===== src/shared/slot_pkg.sv =====
// Shared constants and carrier types for the expansion backplane logic.
// Assumes a single 100 MHz core clock domain.
package slot_pkg;
   localparam int NUM_SLOTS = 4;
   localparam int COPRO_SLOT = 2;
   localparam int SLOT_ADDR_HI = 15;
   localparam int SLOT_ADDR_LO = 14;
   localparam int IRQ_MASK_BITS = 4;
   localparam logic [3:0] IRQ_MASK_RESET = 4'h0;
   localparam logic [7:0] RSVD_READ = 8'h00;
   localparam int CLK_MHZ = 100;
   localparam int RESET_MS = 50;
   localparam int RESET_CYCLES = RESET_MS * CLK_MHZ * 1000;
   localparam int RESET_CNT_W = 23;

   typedef struct packed {
      logic [15:0] latched_address;
      logic master_simple_card_select_n;
      logic master_memctl_card_select_n;
      logic external_card_select_n;
      logic read_strobe_n;
      logic write_strobe_n;
   } host_bus_s;

   typedef struct packed {
      logic sync_clock_2m;
      logic sync_clock_8m;
      logic reference_clock_8m;
   } slot_clocks_s;
endpackage


===== src/hdl/backplane.sv =====
// Expansion backplane: slot select decode, interrupt mask and status, clock fan-out,
// coprocessor routing and system reset. Host and slot pins come from outside the
// core clock domain and are synchronised before use.
`timescale 1ns/10ps
module backplane import slot_pkg::*; #(
   parameter int unsigned RESET_HOLD = RESET_CYCLES
) (
   input wire logic core_clk,
   input wire logic rst_n,
   input wire host_bus_s host_bus,
   input wire logic irq_mask_status_select_n,
   input wire logic [7:0] buffered_data_in,
   output logic [7:0] buffered_data_out,
   output logic buffered_data_oe,
   input wire logic [NUM_SLOTS-1:0] card_normal_irq_n,
   output logic card_normal_irq_n_host,
   input wire slot_clocks_s clocks_in,
   output slot_clocks_s [NUM_SLOTS-1:0] slot_clocks,
   output logic [NUM_SLOTS-1:0] slot_simple_card_select_n,
   output logic [NUM_SLOTS-1:0] slot_memctl_card_select_n,
   output logic [NUM_SLOTS-1:0] external_card_select_n,
   input wire logic [31:0] copro_data_in,
   output logic [31:0] copro_slot_data,
   output logic [NUM_SLOTS-1:0] copro_slot_enable,
   input wire logic sys_reset_n_in,
   output logic sys_reset_n_out,
   output logic sys_reset_n_oe
);
   localparam int SYNC_W = $bits(host_bus_s) + 1 + 8 + NUM_SLOTS + $bits(slot_clocks_s) + 1;

   logic [SYNC_W-1:0] sync1_r, sync2_r;
   host_bus_s bus_s;
   logic sel_s, rst_req_s;
   logic [7:0] data_s;
   logic [NUM_SLOTS-1:0] irq_s;
   slot_clocks_s clk_s;

   always_ff @(posedge core_clk) begin
      if (!rst_n) begin
         sync1_r <= '1;
         sync2_r <= '1;
      end else begin
         sync1_r <= {host_bus, irq_mask_status_select_n, buffered_data_in,
                     card_normal_irq_n, clocks_in, sys_reset_n_in};
         sync2_r <= sync1_r;
      end
   end
   assign {bus_s, sel_s, data_s, irq_s, clk_s, rst_req_s} = sync2_r;

   logic [1:0] slot_idx;
   logic [NUM_SLOTS-1:0] simple_nxt, memctl_nxt, ext_nxt, simple_r, memctl_r, ext_r;
   assign slot_idx = bus_s.latched_address[SLOT_ADDR_HI:SLOT_ADDR_LO];

   // Identity reads ride the slot selects.
   always_comb begin
      simple_nxt = '1;
      memctl_nxt = '1;
      ext_nxt = '1;
      simple_nxt[slot_idx] = bus_s.master_simple_card_select_n;
      memctl_nxt[slot_idx] = bus_s.master_memctl_card_select_n;
      ext_nxt[slot_idx] = bus_s.external_card_select_n;
   end

   always_ff @(posedge core_clk) begin
      if (!rst_n) begin
         simple_r <= '1;
         memctl_r <= '1;
         ext_r <= '1;
      end else begin
         simple_r <= simple_nxt;
         memctl_r <= memctl_nxt;
         ext_r <= ext_nxt;
      end
   end
   assign slot_simple_card_select_n = simple_r;
   assign slot_memctl_card_select_n = memctl_r;
   assign external_card_select_n = ext_r;

   logic [IRQ_MASK_BITS-1:0] mask_r, mask_nxt;
   logic [IRQ_MASK_BITS-1:0] status;
   logic wr_sel, rd_sel, wr_prev_r, wr_prev_nxt;
   logic [7:0] rd_r, rd_nxt;
   logic oe_r, oe_nxt;
   logic irq_r, irq_nxt;

   assign wr_sel = !sel_s && !bus_s.write_strobe_n;
   assign rd_sel = !sel_s && !bus_s.read_strobe_n;
   assign status = mask_r & ~irq_s;

   always_comb begin
      mask_nxt = mask_r;
      wr_prev_nxt = wr_sel;
      if (wr_sel && !wr_prev_r) begin
         mask_nxt = data_s[IRQ_MASK_BITS-1:0];
      end
      rd_nxt = RSVD_READ | {4'h0, status};
      oe_nxt = rd_sel;
      irq_nxt = (status == '0);
   end

   always_ff @(posedge core_clk) begin
      if (!rst_n) begin
         mask_r <= IRQ_MASK_RESET;
         wr_prev_r <= 1'b0;
         rd_r <= 8'h00;
         oe_r <= 1'b0;
         irq_r <= 1'b1;
      end else begin
         mask_r <= mask_nxt;
         wr_prev_r <= wr_prev_nxt;
         rd_r <= rd_nxt;
         oe_r <= oe_nxt;
         irq_r <= irq_nxt;
      end
   end
   assign buffered_data_out = rd_r;
   assign buffered_data_oe = oe_r;
   assign card_normal_irq_n_host = irq_r;

   slot_clocks_s [NUM_SLOTS-1:0] clk_r;
   always_ff @(posedge core_clk) begin
      if (!rst_n) begin
         clk_r <= '0;
      end else begin
         clk_r <= {NUM_SLOTS{clk_s}};
      end
   end
   assign slot_clocks = clk_r;

   // Coprocessor signals only on slot 2.
   logic [31:0] copro_s1_r, copro_r;
   always_ff @(posedge core_clk) begin
      if (!rst_n) begin
         copro_s1_r <= 32'h0;
         copro_r <= 32'h0;
      end else begin
         copro_s1_r <= copro_data_in;
         copro_r <= copro_s1_r;
      end
   end
   assign copro_slot_data = copro_r;
   genvar g;
   generate
      for (g = 0; g < NUM_SLOTS; g++) begin : g_copro
         assign copro_slot_enable[g] = (g == COPRO_SLOT);
      end
   endgenerate

   logic hold_n;
   reset_stretch #(.HOLD_CYCLES(RESET_HOLD)) u_rst (
      .core_clk(core_clk),
      .rst_n(rst_n),
      .req_n(rst_req_s),
      .hold_n(hold_n)
   );
   assign sys_reset_n_out = 1'b0;
   assign sys_reset_n_oe = !hold_n;

   property p_slot_decode;
      @(posedge core_clk) disable iff (!rst_n)
      !bus_s.master_simple_card_select_n |=> !slot_simple_card_select_n[$past(slot_idx)];
   endproperty
   a_slot_decode: assert property (p_slot_decode)
      else $error("addressed slot not selected");

   property p_memctl_decode;
      @(posedge core_clk) disable iff (!rst_n)
      !bus_s.master_memctl_card_select_n |=> !slot_memctl_card_select_n[$past(slot_idx)];
   endproperty
   a_memctl_decode: assert property (p_memctl_decode)
      else $error("addressed slot memctl select missing");

   property p_one_hot;
      @(posedge core_clk) disable iff (!rst_n)
      $countones(~slot_memctl_card_select_n) <= 1;
   endproperty
   a_one_hot: assert property (p_one_hot)
      else $error("multiple memctl selects");

   property p_copro;
      @(posedge core_clk) disable iff (!rst_n)
      copro_slot_enable == 4'h4;
   endproperty
   a_copro: assert property (p_copro)
      else $error("coprocessor routed wrongly");

   property p_status;
      @(posedge core_clk) disable iff (!rst_n)
      buffered_data_oe |-> buffered_data_out[3:0] == $past(mask_r & ~irq_s);
   endproperty
   a_status: assert property (p_status)
      else $error("status mismatch");

   property p_mask;
      @(posedge core_clk) disable iff (!rst_n)
      (wr_sel && !wr_prev_r) |=> mask_r == $past(data_s[3:0]);
   endproperty
   a_mask: assert property (p_mask)
      else $error("mask not written");

   property p_rsvd;
      @(posedge core_clk) disable iff (!rst_n)
      buffered_data_out[7:4] == 4'h0;
   endproperty
   a_rsvd: assert property (p_rsvd)
      else $error("reserved bits nonzero");

   // The first edge after reset sees the synchroniser's reset value, so it is skipped.
   property p_clk;
      @(posedge core_clk) disable iff (!rst_n)
      $past(rst_n) |-> slot_clocks == {NUM_SLOTS{$past(clk_s)}};
   endproperty
   a_clk: assert property (p_clk)
      else $error("slot clock not forwarded");

   property p_reset;
      @(posedge core_clk) disable iff (!rst_n)
      $fell(rst_req_s) |=> sys_reset_n_oe [*8];
   endproperty
   a_reset: assert property (p_reset)
      else $error("reset pulse too short");

   property p_reset_hold;
      @(posedge core_clk) disable iff (!rst_n)
      !rst_req_s |=> sys_reset_n_oe;
   endproperty
   a_reset_hold: assert property (p_reset_hold)
      else $error("reset request not passed on");

   c_sel: cover property (@(posedge core_clk) !slot_simple_card_select_n[3]);
   c_irq: cover property (@(posedge core_clk) !card_normal_irq_n_host);
   c_rd: cover property (@(posedge core_clk) buffered_data_oe);
   c_stretch: cover property (@(posedge core_clk) $fell(sys_reset_n_oe));
endmodule // backplane


===== src/hdl/reset_stretch.sv =====
// Reset pulse stretcher for the open-collector system reset line.
// Assumes req_n is already synchronised to core_clk.
`timescale 1ns/10ps
module reset_stretch import slot_pkg::*; #(
   parameter int unsigned HOLD_CYCLES = RESET_CYCLES
) (
   input wire logic core_clk,
   input wire logic rst_n,
   input wire logic req_n,
   output logic hold_n
);
   logic [RESET_CNT_W-1:0] cnt_r, cnt_nxt;

   // A request reloads the counter so the line is held low for the full time.
   always_comb begin
      cnt_nxt = cnt_r;
      if (!req_n) begin
         cnt_nxt = RESET_CNT_W'(HOLD_CYCLES);
      end else if (cnt_r != '0) begin
         cnt_nxt = cnt_r - 1'b1;
      end
   end

   always_ff @(posedge core_clk) begin
      if (!rst_n) begin
         cnt_r <= RESET_CNT_W'(HOLD_CYCLES);
      end else begin
         cnt_r <= cnt_nxt;
      end
   end

   assign hold_n = (cnt_r == '0);
endmodule // reset_stretch


===== config.mk =====
export PLATFORM = sky130hd
export DESIGN_NAME = backplane
export DESIGN_NICKNAME = d
export VERILOG_FILES = /design/src/shared/slot_pkg.sv /design/src/hdl/backplane.sv /design/src/hdl/reset_stretch.sv
export SDC_FILE = /design/constraint.sdc
export NUM_CORES = 1
export LEC_CHECK = 0
export BUFFER_PORTS_ARGS = -buffer_cell sky130_fd_sc_hd__buf_4
export CELL_PAD_IN_SITES_DETAIL_PLACEMENT = 0
export CELL_PAD_IN_SITES_GLOBAL_PLACEMENT = 1
export CORE_ASPECT_RATIO = 1.75
export CORE_MARGIN = 10
export CORE_UTILIZATION = 39
export CTS_CLUSTER_SIZE = 10
export DETAILED_ROUTE_END_ITERATION = 16
export PLACE_DENSITY = 0.83
export SKIP_CTS_REPAIR_TIMING = 1
export SLEW_MARGIN = 5
export SYNTH_ARGS = -nofsm -noshare
export SYNTH_HDL_FRONTEND = slang
export SYNTH_SLANG_ARGS = --single-unit
export TNS_END_PERCENT = 30

===== constraint.sdc =====
create_clock -name core_clk -period 3.05 [get_ports core_clk]
set_clock_uncertainty 0.1 [all_clocks]
set_input_delay 0.61 -clock core_clk [delete_from_list [all_inputs] [get_ports core_clk]]
set_output_delay 0.61 -clock core_clk [all_outputs]
set_load 0.03 [all_outputs]

==> flow_summary.toml <==
[logic_synthesis]
ys_ff_latch = 153
avgSynthCellArea_um2 = 10.63
yosys-top-cells-area = "dfxtp_1 61%, and2_1 8.4%, nand2b_1 5.6%"
synthDistinctLibCells = 48
synth_area_mm2 = 0.005061
synthCells = 476
ys_warn_count = 0
seq_area_frac_synth_pct = 60.52
synth_top_area_cell = "dfxtp_1"
synth_top_cell_area_share_pct = 60.52

[cells_and_area]
seqCellArea_mm2 = 0.003063
antenna_cells = 0
multiInputGateArea_mm2 = 0.001752
syn_to_final_growth_pct = 30.11
layout.nets = 658
drive_gt1_share_pct = 27.30
layout_commonest_cell = "dfxtp_1"
fillers = 1166
layout_common_cells = "153 x dfxtp_1, 122 x buf_4, 68 x and2_1"

[route]
routed_wl_um = 10650
post_drt_wl_per_cell_um = 13.87
vias_per_cell = 4.618
vias = 3547
drtIter0Drc = 130
drt_pass1_iterations = 4
postRouteAntennaNets = 0
post-route-drc-count = 0

[grt]
antenna_found_initial = 0
grt_usage_pct = 11.95
overflow = 0
grt_pass1_wl_um = 17530
first_global_vias = 3493
grt_max_degree = 123

[timing]
maxSlewViolCount = 0
hold_viol = 0
timing.final.crit_period_ps = 2884
post-route-period-util_pct = 94.54
timing.slew.headroom_pct = 38.10
rsz0062_at_grt = "no"
finalSetupViolations = 0
worst_pin_slew_ps = 928.5
tns_ps = 0
fmax_mhz = 346.8
holdWs_ps = 283.2

[die]
io_pins = 144
dieArea_mm2 = 0.01811
die_x_um = 106.1
core_mm2 = 0.01280
initial_core_util_pct = 39.54
placementRows = 55
die_h_um = 170.7

[clock_network]
clock-sinks = 153
h-tree-depth = 4
cts_tree = "done"
clockBufferDepth = 2
clockRootBuffer = "clkbuf_16"
insertion_delay_ps = 400
clkTransAtPathRegs_ps = 60
cts_made_buffers = 17

[power_and_ir_drop]
p_clk_share_pct = 45.1
p_int_mw = 3.513
p_leak_nw = 2.688
power.density_mw_per_mm2 = 701.7
power_frac_seq_pct = 46.3
p_sw_share_pct = 23.97
p_comb_share_pct = 8.6
irDropWorstVdd_mv = 0.3456
p_sw_mw = 1.108

[place]
io_buffers = 116
dp_hpwl_um = 7783
routabilityCongestion = 0.8040

[status]
outcome = "complete, no violations"

[setup_path]
crit_type = "flip-flop to output pin"
r2r_slack_ps = 640
cp-start-kind = "flip-flop"
cp.required_ps = 2340
cp_data_arrival_time_ps = 2170
cp-end-kind = "output pin"
rr_endpoint = "u_rst.cnt_r[14]$_SDFFE_PN1P_"
r2r-start = "u_rst.cnt_r[0]$_SDFFE_PN0P_"
cp_max_fo = 4
rr_worst_depth = 6

[job]
maxCapViolCount = 0

[hold_path]
hold_class = "primary input to flip-flop"
min_to = "sync1_r[9]$_SDFF_PN1_"
holdCritStartpoint = "buffered_data_in[1]"
hold_depth = 2
## synth_stat cells, drive strengths merged
master and instances:
a211o 2, a211oi 3, a21oi 7, a311oi 1, a31oi 1, a41oi 1, and2 69, and3 3
and4 1, buf 19, clkbuf 21, conb 2, dfxtp 153, ha 2, inv 9, mux2i 9
nand2 22, nand2b 45, nand3 10, nand3b 2, nand4 7, nor2 12, nor2b 9, nor3 11
nor3b 7, nor4 10, nor4b 2, o211ai 2, o21ai 8, o22ai 2, o311ai 3, o31a 1
o31ai 5, o41ai 2, or2 1, or3 4, or4 7, or4b 1
## how the worst max path moves through the flow
stage                                      from             end  slack [ps]  depth (start not counted)
global route        u_rst.cnt_r[0]$_SDFFE_PN0P_  sys_reset_n_oe          70                          6
CTS                 u_rst.cnt_r[0]$_SDFFE_PN0P_  sys_reset_n_oe         150                          6
floorplan           u_rst.cnt_r[0]$_SDFFE_PN0P_  sys_reset_n_oe         540                          5
global placement    u_rst.cnt_r[0]$_SDFFE_PN0P_  sys_reset_n_oe         610                          6
detailed placement  u_rst.cnt_r[0]$_SDFFE_PN0P_  sys_reset_n_oe         600                          6
finish              u_rst.cnt_r[0]$_SDFFE_PN0P_  sys_reset_n_oe         170                          6
## layout make-up
| type | count | area share [%] |
|---|---|---|
| inverters | 9 | 0.5130 |
| multi-input cells | 281 | 26.60 |
| well taps | 171 | 3.249 |
| flip-flops and latches | 153 | 46.51 |
| clock buffers | 19 | 6.726 |
| repair buffers | 122 | 13.91 |
| clock inverters | 13 | 2.489 |
## critical path, stage by stage (launching register included)
cell and delay [ps]:
dfxtp_1 330, inv_1 100, ha_1 180, or4b_2 650, nor2_1 150, nand3_1 150
buf_4 210
## through the flow
step / util, % / power (mW) / area, µm² / instances / setup slack (ps)
2_1_floorplan: - / 2.438 / 5087 / 483 / 535.2
3_3_place_gp: 46.71 / 2.565 / 5978 / 736 / 612.4
3_5_place_dp: 46.71 / 2.580 / 5978 / 736 / 602.6
4_1_cts: 51.45 / 4.689 / 6585 / 768 / 145.8
5_1_grt: 51.45 / 4.829 / 6585 / 768 / 68.49
6_report: 51.45 / 4.621 / 6585 / 768 / 166.5
## power by group through the flow
| stage | Combinational [mW] | Sequential, mW | Clock [mW] |
|---|---|---|---|
| global route | 0.433 | 2.15 | 2.25 |
| detailed placement | 0.398 | 2.18 | 0 |
| CTS | 0.399 | 2.14 | 2.15 |
| global placement | 0.388 | 2.18 | 0 |
| finish | 0.398 | 2.14 | 2.08 |
| floorplan | 0.231 | 2.21 | 0 |
## cell families after synthesis
kind of cell | synth area share [%]
flops | 60.52
simple gates | 26.60
fa+ha+maj | 0.4944
mux | 1.780
buf+inv | 5.389
compound gates | 5.068
other cells | 0.1484
## metal layers
layer	vias to the layer above	track usage [%]	wire length (µm)
li1	1788	-	-
met2	105	20.87	5633
met3	13	3.766	528
met5	-	0	0
met4	0	5.381	174
met1	1641	12.85	4316
## flip-flops by register name, summed over array words and instances, names as in the netlist
signal and count:
copro_s1_r 32, copro_slot_data 32, u_rst.cnt_r 23, sync1_r 20
sync2_r 20, buffered_data_out 4, external_card_select_n 4, mask_r 4
slot_memctl_card_select_n 4, slot_simple_card_select_n 4, slot_clocks 3, buffered_data_oe 1
card_normal_irq_n_host 1, wr_prev_r 1
Note: power is estimated with default switching activity, not from simulation.
